===== config.mk =====
export PLATFORM = sky130hd
export DESIGN_NAME = uff_fifo_flow_cfg
export DESIGN_NICKNAME = d
export VERILOG_FILES = /design/src/uff_pkg.sv /design/src/uff_fifo_flow_cfg.sv
export SDC_FILE = /design/constraint.sdc
export NUM_CORES = 1
export LEC_CHECK = 0
export BUFFER_PORTS_ARGS = -buffer_cell sky130_fd_sc_hd__buf_2
export CAP_MARGIN = 20
export CORE_MARGIN = 2
export CORE_UTILIZATION = 45
export DETAILED_ROUTE_END_ITERATION = 12
export GPL_ROUTABILITY_DRIVEN = 0
export MAX_ROUTING_LAYER = met4
export PLACE_DENSITY = 0.93
export SLEW_MARGIN = 20
export SYNTH_ARGS = -nofsm -noshare
export SYNTH_HDL_FRONTEND = slang
export SYNTH_SLANG_ARGS = --single-unit

===== constraint.sdc =====
create_clock -name clk_in -period 5 [get_ports clk_in]
set_input_delay 0.75 -clock clk_in [delete_from_list [all_inputs] [get_ports clk_in]]
set_output_delay 0.75 -clock clk_in [all_outputs]
set_load 0.005 [all_outputs]

===== src/uff_pkg.sv =====
package uff_pkg;
    // ----------------------------------------
    // Register offsets and access keys
    // ----------------------------------------
    localparam logic [2:0] UFF_OFS_FIFO_CTRL = 3'h2; // Shared by both regs
    localparam int         UFF_LC_DIVLATCH   = 7;    // Divisor latch select
    localparam logic [7:0] UFF_LC_ENH_KEY    = 8'hBF; // Enhanced bank key
    localparam logic [7:0] UFF_FC_RST        = 8'h00;
    localparam logic [7:0] UFF_EFC_RST       = 8'h00;
    localparam logic [7:0] UFF_RD_NONE       = 8'h00; // Unmapped read value

    // ----------------------------------------
    // fifo_control field positions
    // ----------------------------------------
    localparam int UFF_FC_EN       = 0;
    localparam int UFF_FC_RXCLR    = 1;
    localparam int UFF_FC_TXCLR    = 2;
    localparam int UFF_FC_TXTRG_LO = 4;
    localparam int UFF_FC_RXTRG_LO = 6;

    // ----------------------------------------
    // enhanced_feature_control field positions
    // ----------------------------------------
    localparam int UFF_EF_CTS      = 7;
    localparam int UFF_EF_RTS      = 6;
    localparam int UFF_EF_SPECIAL  = 5;
    localparam int UFF_EF_ENH      = 4;
    localparam int UFF_EF_TXSEL_LO = 2;
    localparam int UFF_EF_RXSEL_LO = 0;

    // ----------------------------------------
    // Depths and trigger levels in characters
    // ----------------------------------------
    localparam logic [6:0] UFF_DEPTH_FIFO = 7'h40; // 64
    localparam logic [6:0] UFF_LVL_ONE    = 7'h01;
    localparam logic [6:0] UFF_LVL_8      = 7'h08;
    localparam logic [6:0] UFF_LVL_16     = 7'h10;
    localparam logic [6:0] UFF_LVL_32     = 7'h20;
    localparam logic [6:0] UFF_LVL_56     = 7'h38;
    localparam logic [6:0] UFF_LVL_60     = 7'h3C;

    // Stored fifo_control fields
    typedef struct packed {
        logic [1:0] rx_trig;
        logic [1:0] tx_trig;
        logic       fifo_en;
    } uff_fifo_cfg_t;

    // Per received byte verdict, one-cycle pulses
    typedef struct packed {
        logic store;   // Byte goes into the receive FIFO
        logic resume;  // Flow resume seen
        logic pause;   // Flow pause seen
        logic special; // Special character seen
    } uff_rx_evt_t;

    // Two-character sequence tracker
    typedef enum logic [2:0] {
        UFF_ST_IDLE = 3'b001,
        UFF_ST_RES1 = 3'b010,
        UFF_ST_PAU1 = 3'b100
    } uff_seq_t;
endpackage : uff_pkg

===== src/uff_fifo_flow_cfg.sv =====
`timescale 1ns/1ns
module uff_fifo_flow_cfg (
    input  wire logic                clk_in,
    input  wire logic                rst_in,
    input  wire logic [2:0]          reg_addr_in,
    input  wire logic                reg_wr_in,
    input  wire logic                reg_rd_in,
    input  wire logic [7:0]          reg_wdata_in,
    output logic      [7:0]          reg_rdata_out,
    input  wire logic [7:0]          line_control_in,
    input  wire logic                extra_feature_lock_in,
    input  wire logic                ier_sleep_in,
    input  wire logic                mcr_rts_in,
    input  wire logic                cts_n_in,
    input  wire logic                rx_byte_valid_in,
    input  wire logic [7:0]          rx_byte_in,
    input  wire logic [7:0]          resume_char_first_in,
    input  wire logic [7:0]          resume_char_second_in,
    input  wire logic [7:0]          pause_char_first_in,
    input  wire logic [7:0]          pause_char_second_in,
    input  wire logic [6:0]          rx_fill_in,
    input  wire logic [6:0]          tx_free_in,
    output uff_pkg::uff_fifo_cfg_t   fifo_cfg_out,
    output logic      [7:0]          efc_out,
    output logic      [6:0]          fifo_depth_out,
    output logic      [6:0]          rx_trig_level_out,
    output logic      [6:0]          tx_trig_level_out,
    output logic                     tx_fifo_clear_out,
    output logic                     rx_fifo_clear_out,
    output logic                     rx_data_avail_out,
    output logic                     tx_ready_out,
    output logic                     tx_cts_allow_out,
    output logic                     rts_n_out,
    output uff_pkg::uff_rx_evt_t     rx_evt_out,
    output logic                     tx_send_first_out,
    output logic                     tx_send_second_out,
    output logic                     enh_unlock_out,
    output logic                     sleep_allow_out
);
    // ----------------------------------------
    // Decoders
    // ----------------------------------------
    // Receive threshold code to characters
    function automatic logic [6:0] rx_level(input logic [1:0] code);
        case (code)
            2'b00:   rx_level = uff_pkg::UFF_LVL_8;
            2'b01:   rx_level = uff_pkg::UFF_LVL_16;
            2'b10:   rx_level = uff_pkg::UFF_LVL_56;
            default: rx_level = uff_pkg::UFF_LVL_60;
        endcase
    endfunction : rx_level

    // Transmit threshold code to free spaces
    function automatic logic [6:0] tx_level(input logic [1:0] code);
        case (code)
            2'b00:   tx_level = uff_pkg::UFF_LVL_8;
            2'b01:   tx_level = uff_pkg::UFF_LVL_16;
            2'b10:   tx_level = uff_pkg::UFF_LVL_32;
            default: tx_level = uff_pkg::UFF_LVL_56;
        endcase
    endfunction : tx_level

    // ----------------------------------------
    // Register access
    // ----------------------------------------
    uff_pkg::uff_fifo_cfg_t cfg, next_cfg;   // Stored FIFO fields
    logic [7:0]  efc, next_efc;              // enhanced_feature_control
    logic        txclr, next_txclr;          // Clear pulses
    logic        rxclr, next_rxclr;
    logic [7:0]  rdata, next_rdata;          // Read return
    logic        hit_fc;                     // fifo_control selected
    logic        hit_efc;                    // Enhanced bank selected

    assign hit_fc  = reg_addr_in == uff_pkg::UFF_OFS_FIFO_CTRL
                  && !line_control_in[uff_pkg::UFF_LC_DIVLATCH];
    assign hit_efc = reg_addr_in == uff_pkg::UFF_OFS_FIFO_CTRL
                  && line_control_in == uff_pkg::UFF_LC_ENH_KEY
                  && !extra_feature_lock_in;

    // Next register state; clear pulses last one cycle
    always_comb begin
        next_cfg   = cfg;
        next_efc   = efc;
        next_txclr = 1'b0;
        next_rxclr = 1'b0;
        next_rdata = rdata;
        if (reg_wr_in && hit_fc) begin
            // With FIFO mode off, every other field is frozen
            next_cfg.fifo_en = reg_wdata_in[uff_pkg::UFF_FC_EN];
            if (reg_wdata_in[uff_pkg::UFF_FC_EN]) begin
                next_cfg.rx_trig =
                    reg_wdata_in[uff_pkg::UFF_FC_RXTRG_LO +: 2];
                if (efc[uff_pkg::UFF_EF_ENH]) begin
                    next_cfg.tx_trig =
                        reg_wdata_in[uff_pkg::UFF_FC_TXTRG_LO +: 2];
                end
                next_txclr = reg_wdata_in[uff_pkg::UFF_FC_TXCLR];
                next_rxclr = reg_wdata_in[uff_pkg::UFF_FC_RXCLR];
            end
            // Bit 3 is never looked at
        end else if (reg_wr_in && hit_efc) begin
            next_efc = reg_wdata_in;
        end
        if (reg_rd_in) begin
            // fifo_control is write-only, so only the enhanced bank reads
            next_rdata = hit_efc ? efc : uff_pkg::UFF_RD_NONE;
        end
    end

    // Register stage for the access group
    always_ff @(posedge clk_in) begin
        if (rst_in) begin
            cfg   <= {uff_pkg::UFF_FC_RST[7:4], uff_pkg::UFF_FC_RST[0]};
            efc   <= uff_pkg::UFF_EFC_RST;
            txclr <= 1'b0;
            rxclr <= 1'b0;
            rdata <= uff_pkg::UFF_RD_NONE;
        end else begin
            cfg   <= next_cfg;
            efc   <= next_efc;
            txclr <= next_txclr;
            rxclr <= next_rxclr;
            rdata <= next_rdata;
        end
    end

    assign fifo_cfg_out      = cfg;
    assign efc_out           = efc;
    assign reg_rdata_out     = rdata;
    assign tx_fifo_clear_out = txclr;   // Shift registers not touched
    assign rx_fifo_clear_out = rxclr;

    // ----------------------------------------
    // Depth and trigger levels
    // ----------------------------------------
    // Levels derive from stored fields only, so they glitch never
    assign fifo_depth_out    = cfg.fifo_en ? uff_pkg::UFF_DEPTH_FIFO
                                           : uff_pkg::UFF_LVL_ONE;
    assign rx_trig_level_out = cfg.fifo_en ? rx_level(cfg.rx_trig)
                                           : uff_pkg::UFF_LVL_ONE;
    assign tx_trig_level_out = cfg.fifo_en ? tx_level(cfg.tx_trig)
                                           : uff_pkg::UFF_LVL_ONE;
    assign rx_data_avail_out = rx_fill_in >= rx_trig_level_out;
    assign tx_ready_out      = tx_free_in >= tx_trig_level_out;

    // ----------------------------------------
    // Modem flow control
    // ----------------------------------------
    logic cts_s1, cts_s2, cts_s3;   // Pin synchroniser chain
    logic cts_q, next_cts_q;        // Filtered CTS level
    logic rts_n, next_rts_n;        // RTS pin drive

    // Accept a CTS change only once two stages agree
    always_comb begin
        next_cts_q = (cts_s2 == cts_s3) ? cts_s3 : cts_q;
        if (efc[uff_pkg::UFF_EF_RTS]) begin
            next_rts_n = rx_fill_in >= rx_trig_level_out;
        end else begin
            next_rts_n = !mcr_rts_in;
        end
    end

    // Sync chain; CTS idles inactive high
    always_ff @(posedge clk_in) begin
        if (rst_in) begin
            cts_s1 <= 1'b1;
            cts_s2 <= 1'b1;
            cts_s3 <= 1'b1;
            cts_q  <= 1'b1;
            rts_n  <= 1'b1;
        end else begin
            cts_s1 <= cts_n_in;
            cts_s2 <= cts_s1;
            cts_s3 <= cts_s2;
            cts_q  <= next_cts_q;
            rts_n  <= next_rts_n;
        end
    end

    assign tx_cts_allow_out = !efc[uff_pkg::UFF_EF_CTS] || !cts_q;
    assign rts_n_out        = rts_n;

    // ----------------------------------------
    // Software flow control selects
    // ----------------------------------------
    logic [1:0] tx_sel;     // Transmitted pair selection
    logic [1:0] rx_sel;     // Compared pair selection
    logic       either;     // Either character counts
    logic       seq_mode;   // Two-character sequences
    logic       cmp1;       // Compare first characters
    logic       cmp2;       // Compare second characters

    assign tx_sel   = efc[uff_pkg::UFF_EF_TXSEL_LO +: 2];
    assign rx_sel   = efc[uff_pkg::UFF_EF_RXSEL_LO +: 2];
    assign either   = rx_sel == 2'b11
                   && (tx_sel == 2'b10 || tx_sel == 2'b01);
    assign seq_mode = rx_sel == 2'b11 && !either;
    assign cmp1     = rx_sel == 2'b10 || either;
    assign cmp2     = rx_sel == 2'b01 || either;
    assign tx_send_first_out  = tx_sel[1];
    assign tx_send_second_out = tx_sel[0];
    assign enh_unlock_out     = efc[uff_pkg::UFF_EF_ENH];
    assign sleep_allow_out    = efc[uff_pkg::UFF_EF_ENH]
                             && ier_sleep_in;

    // ----------------------------------------
    // Receive character classification
    // ----------------------------------------
    uff_pkg::uff_seq_t    seq_st, next_seq_st;   // Sequence tracker
    uff_pkg::uff_rx_evt_t evt, next_evt;         // Verdict pulses
    logic                 is_x2;                 // Byte is second pause

    assign is_x2 = rx_byte_in == pause_char_second_in;

    // Verdict for each byte; first of a broken pair is dropped
    always_comb begin
        next_evt    = '0;
        next_seq_st = seq_st;
        if (rx_byte_valid_in) begin
            if (seq_mode) begin
                case (seq_st)
                    uff_pkg::UFF_ST_IDLE: begin
                        if (rx_byte_in == resume_char_first_in) begin
                            next_seq_st = uff_pkg::UFF_ST_RES1;
                        end else if (rx_byte_in == pause_char_first_in) begin
                            next_seq_st = uff_pkg::UFF_ST_PAU1;
                        end else begin
                            next_evt.store = 1'b1;
                        end
                    end
                    uff_pkg::UFF_ST_RES1: begin
                        next_seq_st = uff_pkg::UFF_ST_IDLE;
                        next_evt.resume =
                            rx_byte_in == resume_char_second_in;
                        next_evt.store  = !next_evt.resume;
                    end
                    uff_pkg::UFF_ST_PAU1: begin
                        next_seq_st = uff_pkg::UFF_ST_IDLE;
                        next_evt.pause = is_x2;
                        next_evt.store = !is_x2;
                    end
                    default: begin
                        next_seq_st = uff_pkg::UFF_ST_IDLE;
                    end
                endcase
            end else begin
                next_seq_st = uff_pkg::UFF_ST_IDLE;
                if ((cmp1 && rx_byte_in == resume_char_first_in)
                    || (cmp2 && rx_byte_in == resume_char_second_in)) begin
                    next_evt.resume = 1'b1;
                end else if ((cmp1 && rx_byte_in == pause_char_first_in)
                             || (cmp2 && is_x2)) begin
                    next_evt.pause = 1'b1;
                end else begin
                    next_evt.store = 1'b1;
                end
            end
            // Flagged whether stored or consumed as a pause
            next_evt.special = efc[uff_pkg::UFF_EF_SPECIAL] && is_x2
                            && (next_evt.store || next_evt.pause);
        end else if (!seq_mode) begin
            next_seq_st = uff_pkg::UFF_ST_IDLE;
        end
    end

    // Register stage for classification
    always_ff @(posedge clk_in) begin
        if (rst_in) begin
            seq_st <= uff_pkg::UFF_ST_IDLE;
            evt    <= '0;
        end else begin
            seq_st <= next_seq_st;
            evt    <= next_evt;
        end
    end

    assign rx_evt_out = evt;
endmodule : uff_fifo_flow_cfg


==> reports/qor.csv <==
stage;metric;value;unit
outcome;status;complete, no violations;
worst_hold_path;hold_start;cts_s1$_SDFF_PP1_;
synth;synthXorXnorAreaFrac;13.5;%
timing;max-slew-margin-rel;60.1;%
drt;drc;0;
cts;insertion_delay;270;ps
place;dp_hpwl;4610;um
power_and_ir_drop;vdd_drop_max;0.152;mV
drt;drt_iter0_markers;80;
floorplanning;die_h;73.9;um
floorplanning;dieWidth;73.9;um
drt;viasPerCell;4.91;
cts;cts_setup_buffers;0;
place;place_ws;1880;ps
floorplanning;initial_core_util;46.5;%
floorplanning;ioPinCount;138;
synth;synth-adder-area-share;6.26;%
synth;syn_inst;258;
timing;setup_violations;0;
timing;fin_crit;3170;ps
synth;yosysSeqAreaShare;31.9;%
cts;root_buffer;clkbuf_8;
layout;final_nets;473;
cts;cts_tree;yes;
layout;drive_above_1_share;37.8;%
cts;cts-resized-gates;0;
floorplanning;row_count;25;
layout;fin_cells;448;
worst_setup_path;worstPathArrival;2420;ps
global_routing;grt_overflow_total;0;
worst_setup_path;crit_fanout;10;
global_routing;antenna_found_initial;0;
synth;yosys.area.top_type;dfxtp_1;
cts;clock-sinks;35;
cts;cts_buffers;5;
drt;vias;2199;
place;io_buffers;127;
global_routing;track_usage;20.6;%
synth;ys_ff_latch;35;
drt;ant_nets;0;
worst_setup_path;cpPeakStageDelay;670;ps
synth;synth_top_family_by_area;simple AND/OR/NAND/NOR gates;
cts;h-tree-depth;2;
timing;finalSetupTns;0;ps
synth;synth.area.mux_share;5.46;%
worst_setup_path;reg2reg_from;fifo_cfg_out[0]$_SDFFE_PP0P_;
synth;synth.distinct_cells;40;
floorplanning;die_area;5460;um2
floorplanning;core_area;4720;um2
synth;yosys-top-cells-area;dfxtp_1 (32%), xnor2_1 (7.2%), xor2_1 (6.4%), ha_1 (6.3%), mux2i_1 (5.5%);
synth;synth-compound-area-share;9.50;%
cts;clk_pin_slew;60;ps
synth;yosys_warnings;0;
timing;tightest_slew;593;ps
synth;syn_area;2200;um2
timing;hold_viol_final;0;
timing;layout_setup_ws;1830;ps
worst_hold_path;hold_class;reg -> reg;
timing;timing.final.crit_share;63.3;%
worst_setup_path;slowest_stage;or4b_2;
timing;worst_clock_skew;2.49;ps
worst_setup_path;path_cells;inv_1, ha_1, or4b_2, a21oi_1, nor2b_1, o21ai_0, nand2_1, buf_2;
timing;maxSlewViolCount;0;
timing;rsz0062_at_grt;false;
worst_setup_path;crit_start;fifo_cfg_out[0]$_SDFFE_PP0P_;
worst_setup_path;start_kind;flop;
layout;diodes;0;
synth;yosys.area_share.simple;24.1;%
drt;wl;5560;um
worst_setup_path;crit_type;reg -> out;
cts;clock_path_buffers;2;
drt;wl_per_cell;12.4;um
drt;drtPass1Iterations;4;
timing;fmax;316;MHz
worst_setup_path;end_kind;output pin;
global_routing;grt_max_degree;31;
synth;syn-mean-instance-area;8.52;um2
cts;cts_hold_buf;0;
worst_setup_path;crit_required;4250;ps
power_and_ir_drop;powerDensity;202;nW/um2
global_routing;grt_pass1_vias;2050;
power_and_ir_drop;leakage;1.44;nW
global_routing;grt_pass1_wl;8580;um
job;max_cap_violations;0;
place;dpl.cell_count;440;
synth;synth_top_cell_area_share;31.9;%
layout;syn2layout_area_growth;32.2;%
worst_setup_path;r2r_setup_slack;2750;ps
Yosys cell counts (all sizes together):
master,n
o21bai,1
a21o,4
nand2,15
nand2b,11
a221o,1
xor2,16
or4b,1
nor2b,1
nand4b,1
nor4b,1
inv,14
conb,1
dfxtp,35
a31oi,2
nand3b,1
and3b,1
or2,4
clkbuf,4
mux2i,12
a21bo,1
nor3b,5
nand3,11
nor4,4
nand4,8
a22o,1
and3,1
and2,2
o21a,1
nor3,5
o211ai,1
or3,1
or3b,2
buf,17
ha,11
nor2,20
xnor2,18
a21oi,16
o21ai,7
where the power goes:
part           internal [mW]  leakage, nW  total (mW)  switching, mW
Sequential             0.281        0.283       0.282       0.000905
Combinational         0.0479         1.10      0.0906         0.0427
Clock                  0.126       0.0515       0.214         0.0880
Total                  0.454         1.44       0.586          0.132
final timing paths:
kind / depth (start not counted) / end
worst max-delay path: 8 / tx_ready_out
worst min register to register: 1 / cts_s2$_SDFF_PP1_
worst min-delay path: 1 / cts_s2$_SDFF_PP1_
worst max register to register: 8 / rts_n_out$_SDFF_PP1_
logic make-up (layout without fill, tap and decap cells):
logic type	count (synthesis)	after routing
compound gates	35	35
xor+xnor	34	34
fa+ha+maj	11	11
buf+inv	35	149
flops	35	35
mux	12	12
other cells	1	10
simple gates	95	95
sequential cells by signal, summed over array words and instances (netlist names):
name and count:
tx_fifo_clear_out 1, cts_s3 1, cts_s2 1, cts_s1 1, rx_fifo_clear_out 1, efc_out 8
seq_st 3, rts_n_out 1, reg_rdata_out 8, rx_evt_out 4, fifo_cfg_out 5, cts_q 1
final cells by class:
cell class | count | area, um2
flip-flops and latches | 35 | 701
inverters | 14 | 52.6
well taps | 67 | 83.8
clock buffers | 8 | 100
multi-input cells | 197 | 1330
repair buffers | 127 | 636
fillers | 438 | 1820
through the flow:
stage / util (%) / hold slack [ps] / area [um2] / power (mW)
3_5_place_dp: 59.4 / 405 / 2810 / 0.378
6_report: 61.5 / 415 / 2910 / 0.586
3_3_place_gp: 59.4 / 394 / 2810 / 0.374
5_1_grt: 61.5 / 435 / 2910 / 0.616
4_1_cts: 61.5 / 420 / 2910 / 0.592
2_1_floorplan: - / 389 / 2230 / 0.335
cells in the final DEF, fill, tap and decap left out, types with 2 or more instances in the layout:
cell,count
a31oi_1,2
ha_1,11
clkbuf_8,7
conb_1,10
o21ai_0,7
a21o_1,4
nor3b_1,4
nor2_1,20
nand2_1,15
dfxtp_1,35
nor4_1,4
and2_1,2
nand2b_1,11
or3b_2,2
xnor2_1,18
inv_1,14
nand3_1,11
nand4_1,8
nor3_1,5
xor2_1,16
a21oi_1,16
mux2i_1,12
buf_2,127
or2_2,4
worst max-delay path: cells and delay by family, from the launching register on:
kind            cells  cell delay, ps
compound gates      2             330
buf+inv             2             260
simple gates        3             790
fa+ha+maj           1             290
flops               1             480
layer usage:
layer	GRT usage (%)	vias up	wire length, um
met5	-	-	0
met4	5.86	0	66
met3	3.70	6	312
met2	36.4	88	2840
met1	23.8	1008	2340
li1	-	1097	-
Power figures use the tool's default switching activity.
